`config.mk`:
```
export PLATFORM = sky130hd
export DESIGN_NAME = svwd_top
export DESIGN_NICKNAME = d
export VERILOG_FILES = /design/src/verilog/svwd_pkg.sv /design/src/verilog/svwd_top.sv
export VERILOG_INCLUDE_DIRS = /design/src /design/src/verilog
export SDC_FILE = /design/constraint.sdc
export NUM_CORES = 1
export LEC_CHECK = 0
export BUFFER_PORTS_ARGS = -buffer_cell sky130_fd_sc_hd__buf_2
export CORE_UTILIZATION = 58
export DETAILED_ROUTE_END_ITERATION = 16
export PLACE_DENSITY = 0.76
export SYNTH_ARGS = -nofsm -noshare
export SYNTH_HDL_FRONTEND = slang
export SYNTH_SLANG_ARGS = --single-unit
```
`constraint.sdc`:
```
create_clock -name sys_clk -period 5 [get_ports sys_clk]
set_input_delay 1 -clock sys_clk [delete_from_list [all_inputs] [get_ports sys_clk]]
set_output_delay 1 -clock sys_clk [all_outputs]
set_load 0.03 [all_outputs]
```
`src/verilog/svwd_defs.svh`:
```
// constants for the supervisor watchdog and fault-output block
// assumes a 50 MHz sys_clk; included by bare name
`ifndef SVWD_DEFS_SVH
`define SVWD_DEFS_SVH

// ----------------------------------------
// clock, timebase and watchdog pulse width
// ----------------------------------------
`define SVWD_CLK_MHZ 50
`define SVWD_CLK_NS 20
`define SVWD_TICK_US 5
`define SVWD_TICK_CYCLES (`SVWD_TICK_US * `SVWD_CLK_MHZ)
`define SVWD_TICKS(us) ((us + `SVWD_TICK_US - 1) / `SVWD_TICK_US)
`define SVWD_PULSE_NS 2000
`define SVWD_PULSE_CYCLES (`SVWD_PULSE_NS / `SVWD_CLK_NS)

// ----------------------------------------
// release delays, microseconds
// ----------------------------------------
`define SVWD_REL0_US 25
`define SVWD_REL1_US 1560
`define SVWD_REL2_US 6250
`define SVWD_REL3_US 25000
`define SVWD_REL4_US 50000
`define SVWD_REL5_US 200000
`define SVWD_REL6_US 400000
`define SVWD_REL7_US 1600000

// ----------------------------------------
// watchdog periods, microseconds
// ----------------------------------------
`define SVWD_WD0_US 6250
`define SVWD_WD1_US 25000
`define SVWD_WD2_US 100000
`define SVWD_WD3_US 400000
`define SVWD_WD4_US 1600000
`define SVWD_WD5_US 6400
`define SVWD_WD6_US 25600000
`define SVWD_WD7_US 102400000

// ----------------------------------------
// register offsets
// ----------------------------------------
`define SVWD_ADDR_SF_DEP 8'h13
`define SVWD_ADDR_SF_CFG 8'h14
`define SVWD_ADDR_WD_CFG 8'h15
`define SVWD_ADDR_PRI_FLAGS 8'h28
`define SVWD_ADDR_SEC_FLAGS 8'h29
`define SVWD_ADDR_OUT_FLAGS 8'h2a
`define SVWD_ADDR_IRQ_STAT 8'h30
`define SVWD_ADDR_IRQ_MASK 8'h31

// ----------------------------------------
// field positions
// ----------------------------------------
`define SVWD_DEP_MR 0
`define SVWD_DEP_RST 1
`define SVWD_TYPE_BIT 0
`define SVWD_DLY_LSB 1
`define SVWD_WD_INIT_LSB 1
`define SVWD_WD_NORM_LSB 4
`define SVWD_WD_EN 7
`define SVWD_EV_SF 0
`define SVWD_EV_RST 1
`define SVWD_EV_WDO 7

// ----------------------------------------
// reset values and first-read invalid data
// ----------------------------------------
`define SVWD_RST_SF_DEP 8'h01
`define SVWD_RST_SF_CFG 8'h00
`define SVWD_RST_WD_CFG 8'h00
`define SVWD_RST_MASK 8'h00
`define SVWD_INVALID_DATA 8'hff

`endif

```
`src/verilog/svwd_pkg.sv`:
```
// types shared by the supervisor watchdog block
// assumes nothing beyond a SystemVerilog compiler
package svwd_pkg;
   typedef logic [7:0] svwd_byte_t;
   typedef logic [24:0] svwd_ticks_t;
   typedef enum logic [2:0] {
      WD_OFF,
      WD_INIT,
      WD_NORMAL,
      WD_PULSE,
      WD_LATCH
   } svwd_wd_state_e;
endpackage

```
`src/verilog/svwd_top.sv`:
```
// supply-fault output, watchdog timer and clear-on-read fault flags
// assumes comparator, reset-output and config inputs on sys_clk; pins synchronised here
`timescale 1ns/1ps
`default_nettype none
`include "svwd_defs.svh"

// Notes on behaviour
// supply-fault output stays low for release delay after all causes clear.
// config bit 0 picks open-drain (1) or weak pullup (0) for supply-fault output.
// dependency bits: 0 manual reset, 1 reset output, 2..7 secondary inputs one..six.
// supply-fault output releases only when every selected condition is good.
// with no dependency selected the supply-fault output stays asserted.
// release delay code bits 3:1 select 25us up to 1600ms.
// watchdog output active low; bit 0 picks open-drain or weak pullup.
// initial period in bits 3:1, normal period in bits 6:4, shared encoding.
// initial period after power-up, reset events, enabling and each expiry.
// normal period follows initial; processor must toggle kick input each period.
// any edge on kick input restarts the count for the current period.
// watchdog config bit 7 enables the timer.
// with reset linked to watchdog, expiry gives a short pulse under 5us.
// without reset link, expiry holds output low until a kick edge.
// volatile read-only fault flags at 28h to 2Ah, cleared at power-up.
// reading a flag register clears all its flags.
// first flag read after power-up returns invalid data.
// event flags: bit 0 supply fault, bit 1 reset, bit 7 watchdog asserted.
module svwd_top #(
   parameter int TICK_CYC = `SVWD_TICK_CYCLES // cycles per 5us timebase tick
) (
   input wire logic sys_clk, // 50 MHz clock
   input wire logic rstn, // synchronous reset, active low
   input wire svwd_pkg::svwd_byte_t addr, // register address
   input wire svwd_pkg::svwd_byte_t wdata, // write data
   input wire logic wr, // write strobe
   input wire logic rd, // read strobe
   output svwd_pkg::svwd_byte_t rdata, // read data, cycle after rd
   output logic irq, // level interrupt
   input wire logic manual_reset_input_n, // manual reset pin, active low
   input wire logic watchdog_kick_input, // kick pin from processor
   input wire logic reset_output_n, // device reset output state, active low
   input wire logic reset_wdo_link, // reset output depends on watchdog output
   input wire logic [5:0] primary_fault, // primary undervoltage of inputs one..six
   input wire logic [5:0] secondary_fault, // secondary threshold fault, inputs one..six
   output logic supply_fault_output_n, // supply-fault output level, active low
   output logic supply_fault_output_oe, // high while driving pin low
   output logic supply_fault_pullup_en, // internal weak pullup on
   output logic watchdog_output_n, // watchdog output level, active low
   output logic watchdog_output_oe, // high while driving pin low
   output logic watchdog_pullup_en // internal weak pullup on
);
   import svwd_pkg::*;

   // ----------------------------------------
   // functions
   // ----------------------------------------
   function automatic svwd_ticks_t rel_ticks(input logic [2:0] code);
      case (code)
         3'h0: rel_ticks = 25'(`SVWD_TICKS(`SVWD_REL0_US));
         3'h1: rel_ticks = 25'(`SVWD_TICKS(`SVWD_REL1_US));
         3'h2: rel_ticks = 25'(`SVWD_TICKS(`SVWD_REL2_US));
         3'h3: rel_ticks = 25'(`SVWD_TICKS(`SVWD_REL3_US));
         3'h4: rel_ticks = 25'(`SVWD_TICKS(`SVWD_REL4_US));
         3'h5: rel_ticks = 25'(`SVWD_TICKS(`SVWD_REL5_US));
         3'h6: rel_ticks = 25'(`SVWD_TICKS(`SVWD_REL6_US));
         default: rel_ticks = 25'(`SVWD_TICKS(`SVWD_REL7_US));
      endcase
   endfunction

   function automatic svwd_ticks_t wd_ticks(input logic [2:0] code);
      case (code)
         3'h0: wd_ticks = 25'(`SVWD_TICKS(`SVWD_WD0_US));
         3'h1: wd_ticks = 25'(`SVWD_TICKS(`SVWD_WD1_US));
         3'h2: wd_ticks = 25'(`SVWD_TICKS(`SVWD_WD2_US));
         3'h3: wd_ticks = 25'(`SVWD_TICKS(`SVWD_WD3_US));
         3'h4: wd_ticks = 25'(`SVWD_TICKS(`SVWD_WD4_US));
         3'h5: wd_ticks = 25'(`SVWD_TICKS(`SVWD_WD5_US));
         3'h6: wd_ticks = 25'(`SVWD_TICKS(`SVWD_WD6_US));
         default: wd_ticks = 25'(`SVWD_TICKS(`SVWD_WD7_US));
      endcase
   endfunction

   // ----------------------------------------
   // declarations
   // ----------------------------------------
   svwd_byte_t sf_dep_q;
   svwd_byte_t sf_cfg_q;
   svwd_byte_t wd_cfg_q;
   svwd_byte_t pri_q;
   svwd_byte_t sec_q;
   svwd_byte_t out_q;
   svwd_byte_t stat_q;
   svwd_byte_t mask_q;
   svwd_byte_t ev_vec;
   logic first_done_q;
   logic mr_s1_q, mr_s2_q;
   logic kick_s1_q, kick_s2_q, kick_s3_q;
   logic kick_edge;
   logic [15:0] pre_q;
   logic tick;
   logic sf_cause;
   logic sf_n_d;
   svwd_ticks_t sf_cnt_q;
   svwd_wd_state_e wd_st_q;
   svwd_ticks_t wd_cnt_q;
   logic [6:0] pulse_q;
   logic wdo_assert;
   logic rst_prev_q;
   logic rd_flags;
   logic clr_pri, clr_sec, clr_out;

   // ----------------------------------------
   // pin synchronisers and timebase
   // ----------------------------------------
   always_ff @(posedge sys_clk) begin
      if (!rstn) begin
         mr_s1_q <= 1'b1;
         mr_s2_q <= 1'b1;
         kick_s1_q <= 1'b0;
         kick_s2_q <= 1'b0;
         kick_s3_q <= 1'b0;
      end else begin
         mr_s1_q <= manual_reset_input_n;
         mr_s2_q <= mr_s1_q;
         kick_s1_q <= watchdog_kick_input;
         kick_s2_q <= kick_s1_q;
         kick_s3_q <= kick_s2_q;
      end
   end

   assign kick_edge = kick_s2_q ^ kick_s3_q;

   always_ff @(posedge sys_clk) begin
      if (!rstn || tick) begin
         pre_q <= 16'h0000;
      end else begin
         pre_q <= pre_q + 16'h0001;
      end
   end

   assign tick = (pre_q == 16'(TICK_CYC - 1));

   // ----------------------------------------
   // supply-fault output
   // ----------------------------------------
   always_comb begin
      sf_cause = (sf_dep_q == 8'h00);
      sf_cause = sf_cause | (sf_dep_q[`SVWD_DEP_MR] & ~mr_s2_q);
      sf_cause = sf_cause | (sf_dep_q[`SVWD_DEP_RST] & ~reset_output_n);
      sf_cause = sf_cause | (|(sf_dep_q[7:2] & secondary_fault));
   end

   always_comb begin
      sf_n_d = supply_fault_output_n;
      if (sf_cause) begin
         sf_n_d = 1'b0;
      end else if (!supply_fault_output_n && sf_cnt_q == 25'h0000000) begin
         sf_n_d = 1'b1;
      end
   end

   always_ff @(posedge sys_clk) begin
      if (!rstn) begin
         sf_cnt_q <= 25'(`SVWD_TICKS(`SVWD_REL0_US));
      end else if (sf_cause) begin
         sf_cnt_q <= rel_ticks(sf_cfg_q[3:1]);
      end else if (tick && sf_cnt_q != 25'h0000000) begin
         sf_cnt_q <= sf_cnt_q - 25'h0000001;
      end
   end

   always_ff @(posedge sys_clk) begin
      if (!rstn) begin
         supply_fault_output_n <= 1'b0;
         supply_fault_output_oe <= 1'b1;
         supply_fault_pullup_en <= 1'b1;
      end else begin
         supply_fault_output_n <= sf_n_d;
         supply_fault_output_oe <= ~sf_n_d;
         supply_fault_pullup_en <= ~sf_cfg_q[`SVWD_TYPE_BIT];
      end
   end

   // ----------------------------------------
   // watchdog timer
   // ----------------------------------------
   always_ff @(posedge sys_clk) begin
      if (!rstn) begin
         wd_st_q <= WD_OFF;
         wd_cnt_q <= 25'h0000000;
         pulse_q <= 7'h00;
      end else if (!wd_cfg_q[`SVWD_WD_EN]) begin
         wd_st_q <= WD_OFF;
      end else begin
         case (wd_st_q)
            WD_OFF: begin
               wd_st_q <= WD_INIT;
               wd_cnt_q <= wd_ticks(wd_cfg_q[3:1]);
            end
            WD_INIT, WD_NORMAL: begin
               if (!reset_output_n) begin
                  wd_st_q <= WD_INIT;
                  wd_cnt_q <= wd_ticks(wd_cfg_q[3:1]);
               end else if (kick_edge) begin
                  wd_st_q <= WD_NORMAL;
                  wd_cnt_q <= wd_ticks(wd_cfg_q[6:4]);
               end else if (tick) begin
                  if (wd_cnt_q == 25'h0000000) begin
                     if (reset_wdo_link) begin
                        wd_st_q <= WD_PULSE;
                        pulse_q <= 7'(`SVWD_PULSE_CYCLES - 1);
                     end else begin
                        wd_st_q <= WD_LATCH;
                     end
                  end else begin
                     wd_cnt_q <= wd_cnt_q - 25'h0000001;
                  end
               end
            end
            WD_PULSE: begin
               if (pulse_q == 7'h00) begin
                  wd_st_q <= WD_INIT;
                  wd_cnt_q <= wd_ticks(wd_cfg_q[3:1]);
               end else begin
                  pulse_q <= pulse_q - 7'h01;
               end
            end
            WD_LATCH: begin
               if (kick_edge) begin
                  wd_st_q <= WD_INIT;
                  wd_cnt_q <= wd_ticks(wd_cfg_q[3:1]);
               end
            end
            default: begin
               wd_st_q <= WD_OFF;
            end
         endcase
      end
   end

   assign wdo_assert = (wd_st_q == WD_PULSE) || (wd_st_q == WD_LATCH);

   always_ff @(posedge sys_clk) begin
      if (!rstn) begin
         watchdog_output_n <= 1'b1;
         watchdog_output_oe <= 1'b0;
         watchdog_pullup_en <= 1'b1;
      end else begin
         watchdog_output_n <= ~wdo_assert;
         watchdog_output_oe <= wdo_assert;
         watchdog_pullup_en <= ~wd_cfg_q[`SVWD_TYPE_BIT];
      end
   end

   // ----------------------------------------
   // output events
   // ----------------------------------------
   always_ff @(posedge sys_clk) begin
      if (!rstn) begin
         rst_prev_q <= 1'b1;
      end else begin
         rst_prev_q <= reset_output_n;
      end
   end

   always_comb begin
      ev_vec = 8'h00;
      ev_vec[`SVWD_EV_SF] = supply_fault_output_n & ~sf_n_d;
      ev_vec[`SVWD_EV_RST] = rst_prev_q & ~reset_output_n;
      ev_vec[`SVWD_EV_WDO] = watchdog_output_n & wdo_assert;
   end

   // ----------------------------------------
   // fault flags, clear on read
   // ----------------------------------------
   assign rd_flags = rd && (addr == `SVWD_ADDR_PRI_FLAGS || addr == `SVWD_ADDR_SEC_FLAGS
                            || addr == `SVWD_ADDR_OUT_FLAGS);
   assign clr_pri = rd && first_done_q && addr == `SVWD_ADDR_PRI_FLAGS;
   assign clr_sec = rd && first_done_q && addr == `SVWD_ADDR_SEC_FLAGS;
   assign clr_out = rd && first_done_q && addr == `SVWD_ADDR_OUT_FLAGS;

   always_ff @(posedge sys_clk) begin
      if (!rstn) begin
         first_done_q <= 1'b0;
      end else if (rd_flags) begin
         first_done_q <= 1'b1;
      end
   end

   always_ff @(posedge sys_clk) begin
      if (!rstn) begin
         pri_q <= 8'h00;
         sec_q <= 8'h00;
         out_q <= 8'h00;
      end else begin
         pri_q <= (clr_pri ? 8'h00 : pri_q) | {2'h0, primary_fault};
         sec_q <= (clr_sec ? 8'h00 : sec_q) | {2'h0, secondary_fault};
         out_q <= (clr_out ? 8'h00 : out_q) | ev_vec;
      end
   end

   // ----------------------------------------
   // configuration and interrupt registers
   // ----------------------------------------
   always_ff @(posedge sys_clk) begin
      if (!rstn) begin
         sf_dep_q <= `SVWD_RST_SF_DEP;
         sf_cfg_q <= `SVWD_RST_SF_CFG;
         wd_cfg_q <= `SVWD_RST_WD_CFG;
         mask_q <= `SVWD_RST_MASK;
      end else if (wr) begin
         if (addr == `SVWD_ADDR_SF_DEP) begin
            sf_dep_q <= wdata;
         end else if (addr == `SVWD_ADDR_SF_CFG) begin
            sf_cfg_q <= {4'h0, wdata[3:0]};
         end else if (addr == `SVWD_ADDR_WD_CFG) begin
            wd_cfg_q <= wdata;
         end else if (addr == `SVWD_ADDR_IRQ_MASK) begin
            mask_q <= wdata;
         end
      end
   end

   always_ff @(posedge sys_clk) begin
      if (!rstn) begin
         stat_q <= 8'h00;
      end else if (wr && addr == `SVWD_ADDR_IRQ_STAT) begin
         stat_q <= (stat_q & ~wdata) | ev_vec;
      end else begin
         stat_q <= stat_q | ev_vec;
      end
   end

   always_ff @(posedge sys_clk) begin
      if (!rstn) begin
         irq <= 1'b0;
      end else begin
         irq <= |(stat_q & mask_q);
      end
   end

   // ----------------------------------------
   // read data
   // ----------------------------------------
   always_ff @(posedge sys_clk) begin
      if (!rstn) begin
         rdata <= 8'h00;
      end else if (rd) begin
         if (addr == `SVWD_ADDR_SF_DEP) begin
            rdata <= sf_dep_q;
         end else if (addr == `SVWD_ADDR_SF_CFG) begin
            rdata <= sf_cfg_q;
         end else if (addr == `SVWD_ADDR_WD_CFG) begin
            rdata <= wd_cfg_q;
         end else if (rd_flags && !first_done_q) begin
            rdata <= `SVWD_INVALID_DATA;
         end else if (addr == `SVWD_ADDR_PRI_FLAGS) begin
            rdata <= pri_q;
         end else if (addr == `SVWD_ADDR_SEC_FLAGS) begin
            rdata <= sec_q;
         end else if (addr == `SVWD_ADDR_OUT_FLAGS) begin
            rdata <= out_q;
         end else if (addr == `SVWD_ADDR_IRQ_STAT) begin
            rdata <= stat_q;
         end else if (addr == `SVWD_ADDR_IRQ_MASK) begin
            rdata <= mask_q;
         end else begin
            rdata <= 8'h00;
         end
      end
   end

endmodule // svwd_top

`default_nettype wire

```
# Word-level counts from Yosys, hierarchy flattened
# Index checks and enable logic that the tools add are counted.
# word_totals
input_bits	36
output_inout_bits	15
word_cells	182
ff_bits	158
# classes
bitwise_logic	27
addsub	4
n_eq_ne	42
mux	42
reduce_logical	39
# ops
operator	n
$pmux W25 S7	2
$mux W25	8
$pmux W19 S7	1
$mux W8	13
$pmux W25 S4	1
$logic_not A25 Y1	2
$sub A25 B1 Y25 const B	2
$mux W7	6
$eq A8 B6 Y1 const B	5
$eq A3 B3 Y1 const B	10
$reduce_bool A25 Y1	1
$eq A3 B2 Y1 const B	8
$eq A8 B5 Y1 const B	3
$or A8 B8 Y8	3
$mux W3	7
$add A16 B1 Y16 const B	1
$and A8 B8 Y8	2
$eq A16 B8 Y1 const B	1
$ne A2 B2 Y1 const B	8
$or A8 B6 Y8	2
$pmux W7 S2	1
$eq A3 B1 Y1 const B	4
$logic_not A3 Y1	4
$ne A4 B4 Y1 const B	3
other kinds (25)	56

# Depth between registers and ports, before layout
# Gate-level depths: netlist (run 1).
# logic_depth
ltp_word	10
ltp_mapped	9
mapped_depth_nobuf	8

# Worst setup path after synthesis (run 1)
# OpenSTA, ideal clock, no wires.
# synth_timing
path_kind	input -> register
start	in addr[7]
end	reg rdata[7]
t_arrival_ns	2.825
slack_ns	2.083
setup_ns	0.092
stages	6
path_cell_list	or4b_1 nor4_2 a31oi_1 and2_1 and3_1 nor4_1
# synth_via
elab_chain_len	10
word_cells_on_any_way	21
classes_between	8 x eq/ne; 9 x mux; 4 x reduce/logical
# synth_rtl
item	line_no	source
from (decl)	svwd_top.sv:31	input wire svwd_pkg::svwd_byte_t addr,
$eq A8 B6 Y1 (no source line)	n/a	
$mux W8	svwd_top.sv:363	end else if (addr == `SVWD_ADDR_IRQ_MASK) begin
$mux W8	svwd_top.sv:361	end else if (addr == `SVWD_ADDR_IRQ_STAT) begin
$mux W8	svwd_top.sv:359	end else if (addr == `SVWD_ADDR_OUT_FLAGS) begin
$mux W8	svwd_top.sv:357	end else if (addr == `SVWD_ADDR_SEC_FLAGS) begin
$mux W8	svwd_top.sv:355	end else if (addr == `SVWD_ADDR_PRI_FLAGS) begin
$mux W8	svwd_top.sv:353	end else if (rd_flags && !first_done_q) begin
$mux W8	svwd_top.sv:351	end else if (addr == `SVWD_ADDR_WD_CFG) begin
$mux W8	svwd_top.sv:349	end else if (addr == `SVWD_ADDR_SF_CFG) begin
$mux W8 *	svwd_top.sv:347	if (addr == `SVWD_ADDR_SF_DEP) begin
to (signal assigned)	svwd_top.sv:348	rdata <= sf_dep_q;
to (signal assigned)	svwd_top.sv:350	rdata <= sf_cfg_q;
to (signal assigned)	svwd_top.sv:352	rdata <= wd_cfg_q;
to (decl)	svwd_top.sv:35	output svwd_pkg::svwd_byte_t rdata,
# Mark *: on every way between the ends. The rest lies on a longest branch, timed or not.
# A chain may end at the register's enable or synchronous reset.

# Worst setup path in the final report (run 1)
# layout_timing
start	reg pre_q[0]
end	reg wd_cnt_q[3]
# layout_via
elab_chain_len	3
# layout_rtl
item	line_no	source
from (decl)	svwd_top.sv:97	logic [15:0] pre_q;
from (signal assigned)	svwd_top.sv:135	pre_q <= pre_q + 16'h0001;
$eq A16 B8 Y1	svwd_top.sv:139	assign tick = (pre_q == 16'(TICK_CYC - 1));
$ne A4 B4 Y1 (no source line)	n/a	
$reduce_and A6 Y1 (no source line)	n/a	
to (signal assigned)	svwd_top.sv:196	wd_cnt_q <= wd_ticks(wd_cfg_q[3:1]);
to (signal assigned)	svwd_top.sv:201	wd_cnt_q <= wd_ticks(wd_cfg_q[3:1]);
to (signal assigned)	svwd_top.sv:204	wd_cnt_q <= wd_ticks(wd_cfg_q[6:4]);
to (decl)	svwd_top.sv:103	svwd_ticks_t wd_cnt_q;
# No other way between the ends.

==> results of run 1 <==
## synth_stat cells, drive strengths merged (9+ instances only)
library cell	instances
xor2	23
xnor2	24
a22oi	10
nor4	21
a21oi	84
or4	9
nor3	46
nor2b	11
o211ai	11
inv	14
or3	13
nand4	13
and3	10
nor2	114
a31oi	19
o21ai	40
nand3	34
mux2i	24
dfxtp	149
nand2	105
a211oi	15
clkbuf	50
nand2b	13
## cell type report
class,instances,area share [%]
clock buffers,18,5.090
clock inverters,14,2.204
inverters,15,0.6526
multi-input cells,740,51.13
flip-flops and latches,149,34.57
well taps,172,2.494
repair buffers,61,3.857
## worst max path at each step
| stage | startpoint | to | slack, ns | cells past startpoint |
|---|---|---|---|---|
| 6_report | pre_q[0]$_SDFF_PP0_ | wd_cnt_q[3]$_SDFFE_PN0P_ | 1.96 | 7 |
| 5_1_grt | pre_q[0]$_SDFF_PP0_ | wd_cnt_q[3]$_SDFFE_PN0P_ | 1.80 | 7 |
| 4_1_cts | pre_q[0]$_SDFF_PP0_ | wd_cnt_q[15]$_SDFFE_PN0P_ | 1.96 | 8 |
| 3_5_place_dp | addr[7] | rdata[7]$_SDFFE_PN0P_ | 1.71 | 7 |
| 3_3_place_gp | addr[7] | rdata[7]$_SDFFE_PN0P_ | 1.72 | 7 |
| 2_1_floorplan | addr[7] | rdata[7]$_SDFFE_PN0P_ | 2.08 | 6 |
## placed cells by master, fill, tap and decap left out, types with 10 or more instances in the layout
cell type,netlist,layout
a21oi_1,84,84
nand2_1,105,105
and3_1,10,10
a31oi_1,18,18
nand2b_1,13,13
or3_1,13,13
o211ai_1,11,11
clkbuf_16,0,17
buf_4,0,11
xor2_1,23,23
buf_2,2,50
mux2i_1,24,24
nor2b_1,11,11
nand4_1,13,13
nor2_1,114,114
xnor2_1,24,24
dfxtp_1,149,149
a211oi_1,15,15
nor3_1,46,46
nand3_1,34,34
inv_1,14,13
o21ai_0,38,38
a22oi_1,10,10
nor4_1,17,16
## critical path: stages (launching register included)
cell     delay (ns)
dfxtp_1        0.40
ha_1           0.16
or3b_2         0.48
or4_4          0.62
a31oi_2        0.32
o21a_1         0.50
nand2_1        0.19
o31ai_1        0.29
## state kept, by name (all words and copies together), names as in the netlist, 3 cells and up
name      count
sf_cnt_q     25
wd_cnt_q     25
pre_q        16
mask_q        8
rdata         8
sf_dep_q      8
stat_q        8
wd_cfg_q      8
pulse_q       7
pri_q         6
sec_q         6
sf_cfg_q      4
out_q         3
wd_st_q       3
## per-layer routing
| metal | up-vias | part of all wire (%) |
|---|---|---|
| met5 | - | 0 |
| met4 | 0 | 2.1 |
| met3 | 36 | 7.1 |
| met2 | 272 | 45 |
| met1 | 3417 | 45 |
| li1 | 3545 | - |
## cell families after synthesis
kind of cell             after synthesis
adder cells (fa/ha/maj)                8
buffers and inverters                 71
AO/OA/AOI/OAI                        235
XOR/XNOR                              47
AND/OR/NAND/NOR                      423
flip-flops                           149
multiplexers                          27
## power groups by stage
stage                     Combinational [uW]  Clock (uW)  Sequential (uW)
after floorplan                         96.8           0             1250
after global placement                   149           0             1250
after detailed placement                 151           0             1250
after CTS                                153        1380             1220
after global routing                     169        1440             1230
final                                    155        1370             1220
## metrics by stage
step           setup WS, ns  cell area, um^2  instances  utilization, %  total power (uW)
6_report              1.959             8628       1169           67.82              2749
5_1_grt               1.801             8628       1169           67.82              2830
4_1_cts               1.961             8628       1169           67.82              2756
3_5_place_dp          1.709             7999       1137           62.87              1401
3_3_place_gp          1.716             7999       1137           62.87              1399
2_1_floorplan         2.083             7657        960               -              1346
==> impl_metrics.json, run 1 <==
{
  "status": "finished, final reports clean",
  "worstReg2RegStart": "pre_q[0]$_SDFF_PP0_",
  "drv_slew": 0,
  "fin_setup_tns_ns": 0,
  "groute.layer.met3.usage_pct": 6.334,
  "finalNetCount": 1028,
  "dr_total_vias": 7270,
  "first_iter_violations": 745,
  "antenna_found_initial": 0,
  "yosys.area_share.xor_xnor_pct": 5.376,
  "wl_um": 19750,
  "ys_seq_area_share_pct": 38.95,
  "fin_crit_sh_pct": 60.82,
  "setup_viol": 0,
  "diodes": 0,
  "min_path_type": "reg2reg",
  "synth.cell_area_um2": 7657,
  "r2r_cells": 7,
  "viasPerCell": 6.219,
  "dp_hpwl_um": 13360,
  "die_y_um": 116.9,
  "grt_first_pass_wirelength_um": 32470,
  "cts_max_level": 4,
  "rsz0062_at_grt": "no",
  "criticalPathCategory": "reg2reg",
  "clock.fmax_ghz": 0.3288,
  "ys_ff_latch": 149,
  "cts_tree": "yes",
  "grt_max_degree": 66,
  "grt_util_met2_pct": 46.94,
  "min_period_ns": 3.041,
  "rows": 41,
  "die_w_um": 116.9,
  "p_sw_share_pct": 24.51,
  "multi_input_area_um2": 4412,
  "async_flop_share_pct": 0,
  "holdWs_ns": 0.4125,
  "synth_top_family_by_area": "simple AND/OR/NAND/NOR gates",
  "combinationalPowerShare_pct": 5.6,
  "globalplace.congestion": 0.9449,
  "syn-num-nets": 1004,
  "drive_above_1_share_pct": 11.84,
  "whs_endpoint": "mr_s2_q$_SDFF_PN1_",
  "io_buffers": 50,
  "gr-total-overflow": 0,
  "grt.busiest_layer": "met2",
  "post_cts_buffers": 0,
  "synth_simple_gate_area_share_pct": 27.68,
  "drt-wirelength-per-cell_um": 16.90,
  "synth_compound_area_share_pct": 19.59,
  "n_fill_cell": 1117,
  "worstMarginPinSlew_ns": 0.9535,
  "worstSetupStartpointType": "flop",
  "worstReg2RegEnd": "wd_cnt_q[3]$_SDFFE_PN0P_",
  "clock_power_share_pct": 49.8,
  "initial_core_util_pct": 60.19,
  "rrSetupSlack_ns": 1.96,
  "p_leak_uw": 0.003173,
  "switchingPower_uw": 673.8,
  "cts_root_buffer": "clkbuf_16",
  "grt_use_met1_pct": 42.34,
  "synth_warnings": 0,
  "coreArea_um2": 12720,
  "postCtsHoldBufs": 0,
  "synth_edf_count": 0,
  "drc_errors": 0,
  "p_per_area_nw_per_um2": 318.6,
  "grt_pass1_vias": 6553,
  "synthAdderAreaFrac_pct": 1.307,
  "area_growth_pct": 12.68,
  "cts_buffers": 17,
  "arrival_ns": 3.37,
  "endpoint_kind": "flop",
  "clock_latency_ns": 0.43,
  "grt_usage_pct": 30.57,
  "hold_viol": 0,
  "cts.path.max_buffers": 2,
  "clock-sinks": 149,
  "synth_top_area_share_pct": 38.95,
  "hold_path_depth": 1,
  "synthCells": 960,
  "worstHoldStart": "mr_s1_q$_SDFF_PN1_",
  "regArea_um2": 2983,
  "synth.distinct_cells": 68,
  "cts.repair.resized": 0,
  "synth_area_leaders": "dfxtp_1 39%, nor2_1 5.6%, a21oi_1 5.5%, nand2_1 5.1%, mux2i_1 3.1%",
  "finClkSkew_ns": 0.008027,
  "cts.clk_slew.worst_paths_ns": 0.07,
  "maxCapViolCount": 0,
  "io_pins": 51,
  "synthMuxAreaShare_pct": 3.578,
  "crit_required_ns": 5.33,
  "synth_top_flop_cell": "dfxtp_1",
  "yosysTopAreaCell": "dfxtp_1",
  "power.internal_uw": 2075,
  "critical_path.max_fanout": 15,
  "dr.pass1.iters": 5,
  "avgSynthCellArea_um2": 7.976,
  "antenna_left": 0,
  "peakVddDrop_v": 0.0002761,
  "slew_headroom_pct": 36.29,
  "p_seq_share_pct": 44.5,
  "dieArea_um2": 13670
}
(Power assumes the default switching activity.)
==> inputs of run 2 (changes only) <==
- clock period: 5 -> 2.82 ns (I/O delays scaled with it)
==> run 2 against run 1 <==
Critical path depth grew 1; utilization grew 1.5 points; largest power group unchanged; critical endpoint is now wd_st_q[1]$_SDFFE_PN0P_; sequential power grew 78%; clock skew grew 0.0010 ns; clock power grew 76%; sequential cell count is the same.
==> impl_metrics.json, run 2 (synthesized netlist as in run 1, its figures left out) <==
{
  "die_y_um": 116.9,
  "arrival_ns": 3.04,
  "rsz0062_at_grt": "no",
  "whs_endpoint": "mr_s1_q$_SDFF_PN1_",
  "clock-sinks": 149,
  "gr-total-overflow": 0,
  "dr.pass1.iters": 6,
  "cts_max_level": 4,
  "slowest_stage": "or4_4",
  "cts.path.max_buffers": 2,
  "slew_headroom_pct": 52.79,
  "viasPerCell": 6.203,
  "routed-wl-met2_um": 9095,
  "hold_path_depth": 2,
  "cts.repair.resized": 0,
  "first_iter_violations": 602,
  "hold_viol": 0,
  "drive_above_1_share_pct": 13.91,
  "min_path_type": "in2reg",
  "dr_total_vias": 7400,
  "rows": 41,
  "peakVddDrop_v": 0.0004735,
  "status": "finished, final reports clean",
  "critical_path.max_fanout": 4,
  "fin_setup_tns_ns": 0,
  "grt_max_degree": 59,
  "placedCellCount": 1160,
  "io_buffers": 50,
  "worstReg2RegEnd": "wd_st_q[1]$_SDFFE_PN0P_",
  "drc_errors": 0,
  "rrSetupSlack_ns": 0.13,
  "globalplace.congestion": 0.9457,
  "drv_slew": 0,
  "wl_um": 20450,
  "worstReg2RegStart": "pre_q[1]$_SDFF_PP0_",
  "crit_required_ns": 3.17,
  "initial_core_util_pct": 60.19,
  "cts.clk_slew.worst_paths_ns": 0.07,
  "critical_path.n_buffers_inverters": 1,
  "holdWs_ns": 0.3249,
  "finalNetCount": 1052,
  "area_growth_pct": 15.18,
  "antenna_left": 0,
  "p_leak_uw": 0.003299,
  "fin_crit_sh_pct": 95.44,
  "drt-wirelength-per-cell_um": 17.15,
  "grt_pass1_vias": 6670,
  "dr_wl_met3_um": 1738,
  "cts_root_buffer": "clkbuf_16",
  "maxCapViolCount": 0,
  "min_period_ns": 2.691,
  "grt_first_pass_wirelength_um": 33380,
  "r2r_cells": 8,
  "cts_tree": "yes",
  "worstMarginPinSlew_ns": 0.7021,
  "reg_top3": "sf_cnt_q x25, wd_cnt_q x25, pre_q x16",
  "endpoint_kind": "flop",
  "finClkSkew_ns": 0.009055,
  "instances_no_fill": 1193,
  "wl_met1_um": 9060,
  "worstSetupStartpointType": "flop",
  "die_w_um": 116.9,
  "fin_total_pwr_uw": 4878,
  "final_cell_mix": "149 x dfxtp_1, 114 x nor2_1, 105 x nand2_1",
  "diodes": 0,
  "io_pins": 51,
  "cp_top_family": "simple AND/OR/NAND/NOR gates",
  "critPathMaxStageDelay_ns": 0.58,
  "setup_viol": 0,
  "antenna_found_initial": 0,
  "dp_hpwl_um": 13890,
  "grt_usage_pct": 31.59,
  "cts_buffers": 17,
  "clock.fmax_ghz": 0.3716,
  "coreArea_um2": 12720,
  "p_per_area_nw_per_um2": 553.0,
  "final_common_cell": "dfxtp_1",
  "worstHoldStart": "manual_reset_input_n",
  "top_layer": "met4",
  "worstPathCellList": "inv_1, ha_1, or3b_2, or4_4, nand4b_4, a211o_1, or3_1, a21oi_1",
  "dieArea_um2": 13670,
  "clock_latency_ns": 0.43,
  "criticalPathCategory": "reg2reg"
}
-- run 2: through the flow --
| stage | util [%] | instance area [um^2] | worst slack, ns |
|---|---|---|---|
| final | 69.33 | 8820 | 0.1286 |
| after global routing | 69.33 | 8820 | 0.01838 |
| after CTS | 69.27 | 8812 | 0.03918 |
| after detailed placement | 64.33 | 8184 | 0.07889 |
| after global placement | 64.33 | 8184 | 0.1120 |
| after floorplan | - | 7657 | 0.2060 |
-- run 2: power breakdown --
group / switching, uW / internal, uW / leakage [uW]
clock: 966 / 1440 / 0.000302
sequential: 28.6 / 2140 / 0.00121
combinational: 190 / 107 / 0.00179
total: 1180 / 3690 / 0.00330
-- run 2: repair_timing --
action,CTS,global route
hold buffers,0,0
endpoints found under the setup margin,0,1
buffers inserted,0,1
-- run 2: area by class of cell --
type | count | area, um^2
well taps | 172 | 215.2
multi-input cells | 740 | 4412
clock buffers | 18 | 439.2
clock inverters | 14 | 188.9
inverters | 15 | 56.30
flip-flops and latches | 149 | 2983
fillers | 1068 | 3902
repair buffers | 85 | 525.5
-- run 2: layer usage --
metal,GRT usage (%),vias to the layer above
li1,-,3593
met1,42.46,3419
met2,47.89,335
met3,8.599,53
met4,13.08,0
met5,0,-
-- run 2: worst max path at each step --
stage / start / end / slack (ns) / depth (start not counted)
4_1_cts: pre_q[1]$_SDFF_PP0_ / wd_st_q[1]$_SDFFE_PN0P_ / 0.04 / 8
6_report: pre_q[1]$_SDFF_PP0_ / wd_st_q[1]$_SDFFE_PN0P_ / 0.13 / 8
5_1_grt: pulse_q[0]$_SDFFE_PN0P_ / wd_cnt_q[1]$_SDFFE_PN0P_ / 0.02 / 9
2_1_floorplan: pre_q[0]$_SDFF_PP0_ / wd_st_q[1]$_SDFFE_PN0P_ / 0.21 / 7
3_3_place_gp: pre_q[1]$_SDFF_PP0_ / wd_st_q[1]$_SDFFE_PN0P_ / 0.11 / 8
3_5_place_dp: pre_q[1]$_SDFF_PP0_ / wd_st_q[1]$_SDFFE_PN0P_ / 0.08 / 8
